## config.mk

```make
export PLATFORM = sky130hd
export DESIGN_NAME = tcp_top
export DESIGN_NICKNAME = d
export VERILOG_FILES = /design/src/tcp_top.v /design/src/tcp_sync.v /design/src/tcp_channel.v
export VERILOG_INCLUDE_DIRS = /design/src
export SDC_FILE = /design/constraint.sdc
export NUM_CORES = 1
export LEC_CHECK = 0
export ABC_AREA = 1
export BUFFER_PORTS_ARGS = -buffer_cell sky130_fd_sc_hd__buf_2
export CELL_PAD_IN_SITES_DETAIL_PLACEMENT = 0
export CELL_PAD_IN_SITES_GLOBAL_PLACEMENT = 1
export CORE_ASPECT_RATIO = 0.75
export CORE_MARGIN = 4
export CORE_UTILIZATION = 40
export DETAILED_ROUTE_END_ITERATION = 12
export HOLD_SLACK_MARGIN = 0.15
export PLACE_DENSITY = 0.73
export SETUP_SLACK_MARGIN = 0.4
export SLEW_MARGIN = 10
export SYNTH_ARGS = -nofsm -noshare
export SYNTH_HDL_FRONTEND = slang
export SYNTH_SLANG_ARGS = --single-unit
```

## constraint.sdc

```tcl
create_clock -name core_clk_in -period 2.7 [get_ports core_clk_in]
set_clock_uncertainty 0.05 [all_clocks]
set_input_delay 0.405 -clock core_clk_in [delete_from_list [all_inputs] [get_ports core_clk_in]]
set_output_delay 0.405 -clock core_clk_in [all_outputs]
set_load 0.02 [all_outputs]
```

## src/tcp_consts.vh

```
// constants for the timer channel pin control block
`ifndef TCP_CONSTS_VH
`define TCP_CONSTS_VH

// ----------------------------------------------------------------
// register byte offsets
// ----------------------------------------------------------------
`define TCP_OFF_CTRL        8'h00
`define TCP_OFF_MODULO      8'h04
`define TCP_OFF_COUNT       8'h08
`define TCP_OFF_STATUS      8'h0c
`define TCP_OFF_MASK        8'h10
`define TCP_OFF_CH_BASE     8'h20
`define TCP_CH_STRIDE       8'h08
`define TCP_OFF_CH_CTRL     8'h00
`define TCP_OFF_CH_VALUE    8'h04

// ----------------------------------------------------------------
// field positions
// ----------------------------------------------------------------
`define TCP_CTRL_CLKS_LSB   0
`define TCP_CTRL_PS_LSB     2
`define TCP_CTRL_CPWM_BIT   5
`define TCP_CHC_ELS_LSB     0
`define TCP_CHC_MS_LSB      2
`define TCP_ST_OVF_BIT      8

// ----------------------------------------------------------------
// encodings and reset values
// ----------------------------------------------------------------
`define TCP_CLKS_NONE       2'h0
`define TCP_CLKS_BUS        2'h1
`define TCP_CLKS_FIXED      2'h2
`define TCP_CLKS_EXT        2'h3
`define TCP_ELS_OFF         2'h0
`define TCP_ELS_RISE        2'h1
`define TCP_ELS_FALL        2'h2
`define TCP_ELS_BOTH        2'h3
`define TCP_ELS_TOGGLE      2'h1
`define TCP_ELS_CLEAR       2'h2
`define TCP_ELS_SET         2'h3
`define TCP_MS_CAPTURE      2'h0
`define TCP_MS_COMPARE      2'h1
`define TCP_RST_CTRL        6'h00
`define TCP_RST_MODULO      16'h0000
`define TCP_RST_COUNT       16'h0000
`define TCP_COUNT_TOP       16'hffff

// ----------------------------------------------------------------
// timing limits on the far side, in bus clock periods
// ----------------------------------------------------------------
`define TCP_EXT_CLK_MIN_DIV 4
`define TCP_CAP_MIN_PULSE   4

`endif

```

## src/tcp_top.v

```verilog
// timer with channel pin control, counter and register port
//
// What this block does
// - external count clock synchronised before prescaler
// - external clock keeps compare software timer
// - pin released when selection or clock off
// - reset leaves every pin under port control
// - center mode makes every enabled pin output
// - capture mode makes pin an edge input
// - capture edges synchronised, polarity selectable
// - compare mode toggles, clears or sets pin
// - toggle keeps previous level until match
// - edge pwm high at restart, low match
// - low bit set inverts edge pwm polarity
// - center pwm clears up, sets down; low bit set inverts
// - clock select: none, bus, fixed, external
`timescale 1ns/1ps
`include "tcp_consts.vh"
module tcp_top #(
  parameter NCH = 2,
  parameter AW  = 8
) (
  input  wire           core_clk_in,
  input  wire           resetn_in,
  input  wire [AW-1:0]  reg_addr_in,
  input  wire [31:0]    reg_wdata_in,
  input  wire           reg_wr_in,
  input  wire           reg_rd_in,
  output wire [31:0]    reg_rdata_out,
  input  wire           ext_count_clock_in,
  input  wire           fixed_clk_tick_in,
  input  wire [NCH-1:0] channel_pin_in,
  output wire [NCH-1:0] channel_pin_out,
  output wire [NCH-1:0] channel_pin_oe_out,
  input  wire [NCH-1:0] gpio_data_in,
  input  wire [NCH-1:0] gpio_dir_in,
  output wire [NCH-1:0] timer_owns_pin_out,
  output wire           irq_out
);

  // ----------------------------------------------------------------
  // helpers
  // ----------------------------------------------------------------
  function [AW-1:0] ch_addr;
    input integer idx;
    input [7:0]   off;
    begin
      ch_addr = `TCP_OFF_CH_BASE + idx[7:0] * `TCP_CH_STRIDE + off;
    end
  endfunction

  function prescale_due;
    input [6:0] cnt;
    input [2:0] ps;
    reg   [6:0] msk;
    begin
      msk = (7'h01 << ps) - 7'h01;
      prescale_due = ((cnt & msk) == msk);
    end
  endfunction

  // ----------------------------------------------------------------
  // register state
  // ----------------------------------------------------------------
  reg  [1:0]       clks_r;
  reg  [2:0]       ps_r;
  reg              cpwm_r;
  reg  [15:0]      mod_r;
  reg  [8:0]       status_r;
  reg  [8:0]       status_nxt;
  reg  [8:0]       mask_r;
  wire [2*NCH-1:0] els_r;
  wire [2*NCH-1:0] ms_r;
  wire [16*NCH-1:0] cv_r;
  reg  [31:0]      rdata_r;
  reg  [31:0]      rdata_nxt;

  // ----------------------------------------------------------------
  // counter state
  // ----------------------------------------------------------------
  reg  [15:0]      count_r;
  reg  [15:0]      count_nxt;
  reg              down_r;
  reg              down_nxt;
  reg              cnt_new_r;
  reg  [6:0]       pre_r;
  reg              ext_prev_r;
  reg              ovf_evt;

  wire             ext_sync;
  wire [NCH-1:0]   ch_event;
  wire [NCH-1:0]   ch_capture;
  wire [NCH-1:0]   ch_level;
  wire [NCH-1:0]   ch_drive;
  wire [NCH-1:0]   ch_owns;

  wire wr_ctrl   = reg_wr_in && (reg_addr_in == `TCP_OFF_CTRL);
  wire wr_mod    = reg_wr_in && (reg_addr_in == `TCP_OFF_MODULO);
  wire wr_count  = reg_wr_in && (reg_addr_in == `TCP_OFF_COUNT);
  wire wr_status = reg_wr_in && (reg_addr_in == `TCP_OFF_STATUS);
  wire wr_mask   = reg_wr_in && (reg_addr_in == `TCP_OFF_MASK);

  // ----------------------------------------------------------------
  // clock source selection and prescaler
  // ----------------------------------------------------------------
  tcp_sync u_ext_sync (
    .core_clk_in (core_clk_in),
    .resetn_in   (resetn_in),
    .async_in    (ext_count_clock_in),
    .sync_out    (ext_sync)
  );

  always @(posedge core_clk_in or negedge resetn_in) begin
    if (!resetn_in) begin
      ext_prev_r <= 1'b0;
    end else begin
      ext_prev_r <= ext_sync;
    end
  end

  // a rising edge of the synchronised clock is one source tick;
  // above a quarter of the bus rate edges can be missed
  wire ext_tick = ext_sync && !ext_prev_r;

  reg src_tick;
  always @* begin
    src_tick = 1'b0;
    case (clks_r)
      `TCP_CLKS_NONE:  src_tick = 1'b0;
      `TCP_CLKS_BUS:   src_tick = 1'b1;
      `TCP_CLKS_FIXED: src_tick = fixed_clk_tick_in;
      `TCP_CLKS_EXT:   src_tick = ext_tick;
      default:         src_tick = 1'b0;
    endcase
  end

  wire cnt_tick = src_tick && prescale_due(pre_r, ps_r);

  always @(posedge core_clk_in or negedge resetn_in) begin
    if (!resetn_in) begin
      pre_r <= 7'h00;
    end else if (wr_count || wr_ctrl) begin
      pre_r <= 7'h00;
    end else if (src_tick) begin
      pre_r <= pre_r + 7'h01;
    end
  end

  // ----------------------------------------------------------------
  // counter
  // ----------------------------------------------------------------
  wire [15:0] top = (mod_r == 16'h0000) ? `TCP_COUNT_TOP : mod_r;

  always @* begin
    count_nxt = count_r;
    down_nxt  = down_r;
    ovf_evt   = 1'b0;
    if (wr_count) begin
      count_nxt = 16'h0000;
      down_nxt  = 1'b0;
    end else if (cnt_tick) begin
      if (cpwm_r) begin
        if (!down_r && (count_r >= top)) begin
          down_nxt  = 1'b1;
          count_nxt = count_r - 16'h0001;
          ovf_evt   = 1'b1;
        end else if (down_r && (count_r == 16'h0000)) begin
          down_nxt  = 1'b0;
          count_nxt = 16'h0001;
        end else if (down_r) begin
          count_nxt = count_r - 16'h0001;
        end else begin
          count_nxt = count_r + 16'h0001;
        end
      end else begin
        down_nxt = 1'b0;
        if (count_r >= top) begin
          count_nxt = 16'h0000;
          ovf_evt   = 1'b1;
        end else begin
          count_nxt = count_r + 16'h0001;
        end
      end
    end
  end

  always @(posedge core_clk_in or negedge resetn_in) begin
    if (!resetn_in) begin
      count_r   <= `TCP_RST_COUNT;
      down_r    <= 1'b0;
      cnt_new_r <= 1'b0;
    end else begin
      count_r   <= count_nxt;
      down_r    <= down_nxt;
      cnt_new_r <= cnt_tick && !wr_count;
    end
  end

  // ----------------------------------------------------------------
  // global control registers
  // ----------------------------------------------------------------
  always @(posedge core_clk_in or negedge resetn_in) begin
    if (!resetn_in) begin
      clks_r <= `TCP_CLKS_NONE;
      ps_r   <= 3'h0;
      cpwm_r <= 1'b0;
      mod_r  <= `TCP_RST_MODULO;
      mask_r <= 9'h000;
    end else begin
      if (wr_ctrl) begin
        clks_r <= reg_wdata_in[`TCP_CTRL_CLKS_LSB +: 2];
        ps_r   <= reg_wdata_in[`TCP_CTRL_PS_LSB +: 3];
        cpwm_r <= reg_wdata_in[`TCP_CTRL_CPWM_BIT];
      end
      if (wr_mod) begin
        mod_r <= reg_wdata_in[15:0];
      end
      if (wr_mask) begin
        mask_r <= reg_wdata_in[8:0];
      end
    end
  end

  // ----------------------------------------------------------------
  // channels
  // ----------------------------------------------------------------
  genvar g;
  generate
    for (g = 0; g < NCH; g = g + 1) begin : g_ch
      wire wr_chc = reg_wr_in && (reg_addr_in == ch_addr(g, `TCP_OFF_CH_CTRL));
      wire wr_chv = reg_wr_in && (reg_addr_in == ch_addr(g, `TCP_OFF_CH_VALUE));

      reg  [1:0]  els_g_r;
      reg  [1:0]  ms_g_r;
      reg  [15:0] cv_g_r;

      // one driver per register: each channel owns its slice
      assign els_r[2*g +: 2]  = els_g_r;
      assign ms_r[2*g +: 2]   = ms_g_r;
      assign cv_r[16*g +: 16] = cv_g_r;

      always @(posedge core_clk_in or negedge resetn_in) begin
        if (!resetn_in) begin
          els_g_r <= `TCP_ELS_OFF;
          ms_g_r  <= `TCP_MS_CAPTURE;
          cv_g_r  <= 16'h0000;
        end else begin
          if (wr_chc) begin
            els_g_r <= reg_wdata_in[`TCP_CHC_ELS_LSB +: 2];
            ms_g_r  <= reg_wdata_in[`TCP_CHC_MS_LSB +: 2];
          end
          // a capture outranks a software write in the same cycle
          if (ch_capture[g]) begin
            cv_g_r <= count_r;
          end else if (wr_chv) begin
            cv_g_r <= reg_wdata_in[15:0];
          end
        end
      end

      tcp_channel u_ch (
        .core_clk_in  (core_clk_in),
        .resetn_in    (resetn_in),
        .count_in     (count_r),
        .cnt_new_in   (cnt_new_r),
        .down_in      (down_r),
        .value_in     (cv_r[16*g +: 16]),
        .els_in       (els_r[2*g +: 2]),
        .mode_in      (ms_r[2*g +: 2]),
        .cpwm_in      (cpwm_r),
        .clks_in      (clks_r),
        .pin_in       (channel_pin_in[g]),
        .gpio_data_in (gpio_data_in[g]),
        .owns_out     (ch_owns[g]),
        .drive_out    (ch_drive[g]),
        .level_out    (ch_level[g]),
        .capture_out  (ch_capture[g]),
        .event_out    (ch_event[g])
      );

      // port logic keeps the pin unless the channel claims it
      assign channel_pin_out[g]    = ch_owns[g] ? ch_level[g] : gpio_data_in[g];
      assign channel_pin_oe_out[g] = ch_owns[g] ? ch_drive[g] : gpio_dir_in[g];
    end
  endgenerate

  assign timer_owns_pin_out = ch_owns;

  // ----------------------------------------------------------------
  // status flags and interrupt
  // ----------------------------------------------------------------
  reg [8:0] set_vec;
  reg [8:0] clr_vec;
  integer   k;

  always @* begin
    set_vec = 9'h000;
    for (k = 0; k < NCH; k = k + 1) begin
      set_vec[k] = ch_event[k];
    end
    set_vec[`TCP_ST_OVF_BIT] = ovf_evt;
    clr_vec = wr_status ? reg_wdata_in[8:0] : 9'h000;
    // a new event in the clearing cycle survives
    status_nxt = (status_r & ~clr_vec) | set_vec;
  end

  always @(posedge core_clk_in or negedge resetn_in) begin
    if (!resetn_in) begin
      status_r <= 9'h000;
    end else begin
      status_r <= status_nxt;
    end
  end

  assign irq_out = |(status_r & mask_r);

  // ----------------------------------------------------------------
  // register read port
  // ----------------------------------------------------------------
  integer r;

  always @* begin
    rdata_nxt = 32'h0000_0000;
    if (reg_addr_in == `TCP_OFF_CTRL) begin
      rdata_nxt[`TCP_CTRL_CLKS_LSB +: 2] = clks_r;
      rdata_nxt[`TCP_CTRL_PS_LSB +: 3]   = ps_r;
      rdata_nxt[`TCP_CTRL_CPWM_BIT]      = cpwm_r;
    end else if (reg_addr_in == `TCP_OFF_MODULO) begin
      rdata_nxt[15:0] = mod_r;
    end else if (reg_addr_in == `TCP_OFF_COUNT) begin
      rdata_nxt[15:0] = count_r;
      rdata_nxt[16]   = down_r;
    end else if (reg_addr_in == `TCP_OFF_STATUS) begin
      rdata_nxt[8:0] = status_r;
    end else if (reg_addr_in == `TCP_OFF_MASK) begin
      rdata_nxt[8:0] = mask_r;
    end else begin
      for (r = 0; r < NCH; r = r + 1) begin
        if (reg_addr_in == ch_addr(r, `TCP_OFF_CH_CTRL)) begin
          rdata_nxt[`TCP_CHC_ELS_LSB +: 2] = els_r[2*r +: 2];
          rdata_nxt[`TCP_CHC_MS_LSB +: 2]  = ms_r[2*r +: 2];
          rdata_nxt[4]                     = ch_owns[r];
          rdata_nxt[5]                     = ch_level[r];
        end else if (reg_addr_in == ch_addr(r, `TCP_OFF_CH_VALUE)) begin
          rdata_nxt[15:0] = cv_r[16*r +: 16];
        end
      end
    end
  end

  // data stand only in the cycle after the read strobe
  always @(posedge core_clk_in or negedge resetn_in) begin
    if (!resetn_in) begin
      rdata_r <= 32'h0000_0000;
    end else if (reg_rd_in) begin
      rdata_r <= rdata_nxt;
    end else begin
      rdata_r <= 32'h0000_0000;
    end
  end

  assign reg_rdata_out = rdata_r;

endmodule

```

## src/tcp_sync.v

```verilog
// two flip-flop level synchroniser
`timescale 1ns/1ps
module tcp_sync (
  input  wire core_clk_in,
  input  wire resetn_in,
  input  wire async_in,
  output wire sync_out
);

  reg stage1_r;
  reg stage2_r;

  // stage1 feeds stage2 only
  always @(posedge core_clk_in or negedge resetn_in) begin
    if (!resetn_in) begin
      stage1_r <= 1'b0;
      stage2_r <= 1'b0;
    end else begin
      stage1_r <= async_in;
      stage2_r <= stage1_r;
    end
  end

  assign sync_out = stage2_r;

endmodule

```

## src/tcp_channel.v

```verilog
// one timer channel: pin ownership, capture edges, compare and pwm output
`timescale 1ns/1ps
`include "tcp_consts.vh"
module tcp_channel (
  input  wire        core_clk_in,
  input  wire        resetn_in,
  input  wire [15:0] count_in,
  input  wire        cnt_new_in,
  input  wire        down_in,
  input  wire [15:0] value_in,
  input  wire [1:0]  els_in,
  input  wire [1:0]  mode_in,
  input  wire        cpwm_in,
  input  wire [1:0]  clks_in,
  input  wire        pin_in,
  input  wire        gpio_data_in,
  output wire        owns_out,
  output wire        drive_out,
  output wire        level_out,
  output wire        capture_out,
  output wire        event_out
);

  wire pin_sync;
  reg  pin_prev_r;
  reg  [2:0] warm_r;
  reg  level_r;
  reg  level_nxt;

  tcp_sync u_pin_sync (
    .core_clk_in (core_clk_in),
    .resetn_in   (resetn_in),
    .async_in    (pin_in),
    .sync_out    (pin_sync)
  );

  wire els_on   = (els_in != `TCP_ELS_OFF);
  wire is_cap   = !cpwm_in && (mode_in == `TCP_MS_CAPTURE);
  wire is_cmp   = !cpwm_in && (mode_in == `TCP_MS_COMPARE);
  wire is_epwm  = !cpwm_in && mode_in[1];
  assign owns_out  = els_on && (clks_in != `TCP_CLKS_NONE);
  assign drive_out = owns_out && !is_cap;
  assign level_out = level_r;

  wire match   = cnt_new_in && (count_in == value_in);
  wire restart = cnt_new_in && (count_in == 16'h0000);
  // sync chain resets low while the pin may idle high: no edges until it holds real samples
  wire rise    = warm_r[2] && pin_sync && !pin_prev_r;
  wire fall    = warm_r[2] && !pin_sync && pin_prev_r;
  // edge polarity chosen by the low and high select bits
  assign capture_out = owns_out && is_cap &&
                       ((els_in[0] && rise) || (els_in[1] && fall));
  // compare with selection off still flags: software timer use
  assign event_out = capture_out || (!is_cap && match);

  always @(posedge core_clk_in or negedge resetn_in) begin
    if (!resetn_in) begin
      pin_prev_r <= 1'b0;
      warm_r     <= 3'h0;
    end else begin
      pin_prev_r <= pin_sync;
      warm_r     <= {warm_r[1:0], 1'b1};
    end
  end

  always @* begin
    level_nxt = level_r;
    if (!owns_out) begin
      // track the port level so a takeover starts from it
      level_nxt = gpio_data_in;
    end else if (cpwm_in) begin
      if (match) begin
        level_nxt = down_in ^ els_in[0];
      end
    end else if (is_epwm) begin
      if (match) begin
        level_nxt = els_in[0];
      end else if (restart) begin
        level_nxt = !els_in[0];
      end
    end else if (is_cmp && match) begin
      if (els_in == `TCP_ELS_TOGGLE) begin
        level_nxt = !level_r;
      end else begin
        level_nxt = els_in[0];
      end
    end
  end

  always @(posedge core_clk_in or negedge resetn_in) begin
    if (!resetn_in) begin
      level_r <= 1'b0;
    end else begin
      level_r <= level_nxt;
    end
  end

endmodule

```

==> metrics.md, run 1 <==
| Metric | Value |
|---|---|
| XOR/XNOR Fraction of Synth Area | ~2.3% |
| Detailed Place HPWL | between 20,000 and 25,000 um |
| Vias per cell | around 5.5 |
| # diodes | 0 |
| DRT antenna net count | 0 |
| FF+latch count, synth | 136 |
| Chip Width | 178.9 um |
| Post-synthesis cell type count | between 50 and 60 |
| Min Tclk post-route | 3054 ps |
| Synth Area in Adders | between 2 and 3% |
| Dominant synthesized flop cell | dfrtp_1 |
| Crit end category | flop |
| Io pins | 91 |
| Hold Slack | 193.8 ps |
| Top Family by Delay on Critical Path | simple AND/OR/NAND/NOR gates |
| Antenna violations before repair | 0 |
| Placeable Area | between 20,000 and 25,000 sq um |
| Area fraction of the dominant cell type after synthesis | about two fifths |
| Critical path class | reg -> reg |
| FF-to-FF Start | mod_r[0] |
| Clock latency on the worst-skew pair | 440 ps |
| Residual DRC | 0 |
| HP Class | in -> reg |
| Final Hold Fails | 0 |
| Power Total | ~8.3 mW |
| Post-synth ARST share | 100.0% |
| Row cnt | 46 |
| DIE AREA | about 24,000 sq um |
| Pre-Repair DR Iteration Count | 5 |
| CTS tree | done |
| Post-synth top cells | nand2_1 (284), dfrtp_1 (136), inv_1 (109) |
| H-tree levels | 4 |
| Outcome | finished with violations |
| Mean Syn Cell Area | about 7.5 sq um |
| Routed WL | between 30,000 and 40,000 um |
| Complex-gate fraction of the synthesized area | approximately 16% |
| Yosys top cell by area | dfrtp_1 |
| Warning count from the yosys run | 0 |
| Main area contributors after synthesis | dfrtp_1 (39%), nand2_1 (12%), nand3_1 (4.7%) |
| Longest Clk Path Bufs | 2 |
| PortBufs | 59 |
| GPL Wtd Cong | a little under 1 |
| Peak supply drop | roughly 0.46 mV |
| Register-to-register setup slack | -350 ps |
| Worst rel slew slack | ~59% |
| Count leader, synth | nand2_1 |
| Fmax | ~330 MHz |
| Worst Slack Setup Final | -354.1 ps |
| Max FO, Critical Path | 5 |
| R2R cell count | 17 |
| PD cells | between 700 and 800 nW/um^2 |
| Grt ovf | 0 |
| Sequential area share after synthesis | between 30% and 40% |
| Mux contribution to synthesized area | less than 1% |
| Crit Reg-Reg Endpoint | count_r[10] |
| Vias | between 8k and 9k |
| Worst hold path depth | 3 |
| Cells along the critical path | inv_1, nand4_1, nor4_4, nand2_2, clkinvlp_4, nor2_1, ha_1, nand4_1, nor3_4, nand3_2, nand3_4, nand2_4, nand2_8, buf_12, nor2_4, nand3_1, o21ai_1 |
| Post-Synth Simple-Gate Area | 28.87% |
| Fillers | between 2k and 2.5k |
| Count of pins over their slew limit | 0 |
| WP data required | ~3000 ps |
| Largest family of logic cells by synthesized area | simple AND/OR/NAND/NOR gates |
| Vias in the first global route | a little over 8k |
| Slowest CP cell | dfrtp_1 |
| Total CTS buffers | 17 |
| Worst path arrival time | approximately 3300 ps |
| GRT Total Usage | between 20% and 30% |
| Initial drt markers | about 990 |
| Initial cell density of the core | 41.02% |
| Final setup violation count | 18 |
| Tcrit/Tclk final | 113.1% |
| Crit-path most repeated cell | nand4_1 |
| Post-synth EDFFs | 0 |
| Layout cells sized above 1 | between 20% and 30% |
| Buf/Inv on CP | 3 |
| Failing checks | setup timing |
| RSZ-0062 raised after global routing | true |
| Cell Area, Synth | around 8800 sq um |
| Worst Tran Pin Value | between 600 and 700 ps |
| Leakage power total | about 5 nW |
| Clk root buf | clkbuf_16 |
| Max-Cap Viols | 0 |
| Clock Pin Slew Worst Setup and Hold Paths | about 70 ps |
| DR WL/cell | roughly 20 um |
| Die H | 136.2 um |
| Cells after synthesis | roughly 1.2k |
| First-pass GRT wire length | roughly 49,000 um |
| Layout Nets | approximately 1.4k |
| WHS Endpoint | g_ch[0].cv_g_r[7] |
| Startpoint types | flop |
| Area grow syn2layout | 23.30% |
| Largest net degree at the start of global routing | 43 |
| Largest stage delay, worst path | roughly 380 ps |
| Clk sink count | 136 |
| Hold path start | reg_wdata_in[7] |
[what timing repair did]
item,in CTS,in global routing
endpoints found under the hold margin,41,0
gates cloned,2,0
pin swaps,3,32
hold buffers,4,0
buffers inserted,1,10
setup endpoints to repair,20,21
resized for setup,26,50
[cell usage in the layout, fill, tap and decap left out, drive strengths merged, types with 19 or more instances in the layout]
| cell type | count |
|---|---|
| ha | 19 |
| nand3 | 87 |
| a21oi | 50 |
| o22ai | 22 |
| nor2 | 116 |
| dfrtp | 136 |
| o221ai | 27 |
| clkbuf | 21 |
| nand2 | 299 |
| nand4 | 28 |
| inv | 129 |
| o21ai | 103 |
| buf | 141 |
[where the power goes]
| part | internal, mW | switching (mW) | total, mW |
|---|---|---|---|
| registers | 2.26 | 0.287 | 2.54 |
| clock network | 1.67 | 0.940 | 2.61 |
| logic | 1.16 | 1.98 | 3.14 |
| total | 5.08 | 3.20 | 8.28 |
[worst min-delay path, cell delays in order]
cell and delay (ps):
buf_2 100, nand3_1 70, o221ai_1 60
[registers in the layout, indices dropped and copies added (netlist names), 4 cells and up]
signal / count
g_ch.els_g_r: 4
g_ch.cv_g_r: 32
reg_rdata_out: 17
count_r: 16
pre_r: 7
mod_r: 16
status_r: 9
mask_r: 9
g_ch.ms_g_r: 4
[final cells by class]
class,instances,area (sq um),area share (%)
multi-input combinational,854,4827,44.69
timing repair inverter,1,7.507,0.06951
clock buffer,21,450.4,4.171
timing repair buffer,145,1037,9.604
inverter,133,515.5,4.773
tap,288,360.3,3.336
sequential,136,3407,31.55
clock inverter,11,195.2,1.807
[cell families after synthesis]
family	Yosys count
AO/OA/AOI/OAI	232
other	2
AND/OR/NAND/NOR	557
multiplexers	7
buffers and inverters	191
adder cells (fa/ha/maj)	19
XOR/XNOR	23
flip-flops	136
[metal layers]
metal / vias to the layer above / wire [um] / GRT usage, %
met5: - / 0 / 0
met4: 0 / 742 / 7.542
met3: 42 / 2481 / 5.421
met2: 378 / 13230 / 38.16
met1: 4117 / 15300 / 40.94
li1: 4153 / - / -
[worst max path at each step]
stage	from	endpoint	slack, ps	cells after the start
final	mod_r[0]	count_r[10]	-350	17
after global placement	mod_r[2]	count_r[9]	-520	20
after floorplan	mod_r[8]	count_r[9]	180	16
after global routing	mod_r[0]	count_r[5]	-510	17
after CTS	mod_r[3]	count_r[12]	-400	20
after detailed placement	mod_r[0]	count_r[10]	-530	20
[stage by stage]
| step | cell area [sq um] | util [%] | instances | setup TNS (ps) | setup WS [ps] |
|---|---|---|---|---|---|
| final | 10800 | 50.58 | 1589 | -5675 | -354.1 |
| after global routing | 10800 | 50.58 | 1589 | -8447 | -509.5 |
| after CTS | 10510 | 49.20 | 1579 | -6231 | -396.8 |
| after detailed placement | 9691 | 45.38 | 1540 | -7867 | -530.4 |
| after global placement | 9691 | 45.38 | 1540 | -8076 | -518.1 |
| after floorplan | 8848 | - | 1181 | 0 | 176.3 |
Note: power is estimated with default switching activity, not from simulation.
==> run 2: changes to the inputs <==
- SETUP_SLACK_MARGIN: 0.4 -> not set
==> metrics.md, run 2 (synthesis gave the netlist of run 1 again) <==
| Metric | Value |
|---|---|
| Routed WL | approximately 32,000 um |
| Residual DRC | 0 |
| PD cells | approximately 800 nW/um^2 |
| Vias in the first global route | 8,220 |
| Vias per cell | 5.533 |
| Min Tclk post-route | 2870 ps |
| Outcome | finished with violations |
| Fmax | 348.4 MHz |
| HP Class | in -> reg |
| Clock latency on the worst-skew pair | 440 ps |
| Initial cell density of the core | 41.02% |
| Leading cell types in the layout, fill and taps excluded | nand2_1 (271), dfrtp_1 (136), inv_1 (104) |
| R2R cell count | 19 |
| Max-Cap Viols | 0 |
| Critical path class | reg -> reg |
| Setup TNS | -2124 ps |
| Layout Nets | approximately 1.4k |
| RSZ-0062 raised after global routing | true |
| Die H | around 140 um |
| Slowest CP cell | dfrtp_1 |
| Chip Width | between 150 and 200 um |
| Peak supply drop | roughly 0.53 mV |
| H-tree levels | 4 |
| Cells along the critical path | inv_2, nand4_1, nor4_4, nand2_4, inv_6, buf_12, nor2_2, ha_1, nand2_2, o21a_1, nand2_2, nand2_2, buf_6, nand4_1, nand2_2, buf_6, nand2_2, nand3_1, o21ai_1 |
| Startpoint types | flop |
| Initial drt markers | approximately 1,000 |
| Vias | 8,787 |
| Final setup violation count | 16 |
| CP endpoint | count_r[12] |
| DR WL/cell | roughly 20 um |
| Worst rel slew slack | approximately three fifths |
| Clk root buf | clkbuf_16 |
| Failing checks | setup timing |
| Max reg flops | 32 |
| Hold Slack | approximately 170 ps |
| Worst Slack Setup Final | -170.5 ps |
| Max FO, Critical Path | 8 |
| Area grow syn2layout | 23.57% |
| First-pass GRT wire length | 49,290 um |
| Setup crit start | mod_r[1] |
| Tcrit/Tclk final | 106.3% |
| Antenna violations before repair | 0 |
| Largest net degree at the start of global routing | between 80 and 90 |
| Crit-path most repeated cell | nand2_2 |
| CTS tree | done |
| Leakage power total | 5.133 nW |
| Layout cells sized above 1 | between 20% and 30% |
| Clock Pin Slew Worst Setup and Hold Paths | approximately 70 ps |
| WP data required | around 3000 ps |
| Hold path start | reg_wdata_in[11] |
| Final Hold Fails | 0 |
| Largest stage delay, worst path | approximately 400 ps |
| DIE AREA | approximately 24,000 sq um |
| Register-to-register setup slack | -170 ps |
| Crit Reg-Reg Endpoint | count_r[12] |
| Pre-Repair DR Iteration Count | 5 |
| Longest Clk Path Bufs | 2 |
| Placeable Area | 21,350 sq um |
| Io pins | between 90 and 100 |
| Crit end category | flop |
| Grt ovf | 0 |
| Biggest register | g_ch.cv_g_r |
| Worst path arrival time | between 3000 and 4000 ps |
| Clk sink count | approximately 140 |
| # diodes | 0 |
| Commonest non-fill, non-tap cell in the layout | nand2_1 |
| Worst Tran Pin Value | 573.0 ps |
| Detailed Place HPWL | between 20,000 and 25,000 um |
| DRT antenna net count | 0 |
| GPL Wtd Cong | 0.9288 |
| FF-to-FF Start | mod_r[1] |
| PortBufs | 59 |
| Row cnt | 46 |
| GRT Total Usage | a little over a quarter |
| Total CTS buffers | 17 |
| Count of pins over their slew limit | 0 |
[run 2: changes by cell type in the layout (fill, tap and decap cells not counted), sizes merged]
cell and change:
inv +6, clkinv -1, clkbuf -1, bufinv -1, clkinvlp -4
[run 2: layout make-up]
type / instances / area, sq um
multi-input cells: 854 / 4853
well taps: 288 / 360.3
flip-flops and latches: 136 / 3403
inverters: 133 / 510.5
clock inverters: 12 / 185.2
clock buffers: 20 / 466.7
fillers: 2103 / 10530
repair buffers: 145 / 1045
[run 2: per-layer routing]
layer,wire [um],track usage (%),part of all wire (%)
met1,15580,43.07,48
met2,12730,35.71,40
met3,3362,7.145,10
met4,467,6.306,1.5
met5,0,0,0
[run 2: report_power, final]
group	switching, mW	internal, mW
clock network	0.991	1.63
registers	0.304	2.25
logic	2.03	1.22
total	3.33	5.11
[run 2: worst max-delay path: cells and delay by family, from the launching register on]
family,cells,cell delay (ps)
AOI/OAI and AO/OA,2,300
adders and majority gates,1,310
buffers and inverters,5,570
DFF,1,400
and+or+nand+nor,11,1150
[run 2: worst min path at each step]
stage / to / slack [ps] / cells after the start
2_1_floorplan: clks_r[0] / 60 / 0
3_3_place_gp: count_r[11] / 270 / 1
3_5_place_dp: count_r[11] / 260 / 1
4_1_cts: g_ch[1].cv_g_r[11] / 160 / 3
5_1_grt: mod_r[9] / 190 / 2
6_report: g_ch[1].cv_g_r[11] / 170 / 3
[run 2: metrics by stage]
stage	cells	area (sq um)	util [%]	setup slack, ps	power (mW)
2_1_floorplan	1181	8816	-	1.753	4.314
3_5_place_dp	1543	9703	45.44	-355.6	5.256
4_1_cts	1585	10690	50.06	-163.3	8.269
5_1_grt	1588	10820	50.69	-282.1	8.898
6_report	1588	10820	50.69	-170.5	8.434
3_3_place_gp	1543	9703	45.44	-313.6	5.248
[run 2: repair_timing]
action / 4_1_cts / 5_1_grt
endpoints found under the setup margin: 18 / 18
resized for setup: 62 / 28
hold buffers: 4 / 0
cloned: 2 / 0
hold endpoints to repair: 44 / 0
pin swaps: 15 / 7
buffers inserted: 4 / 3
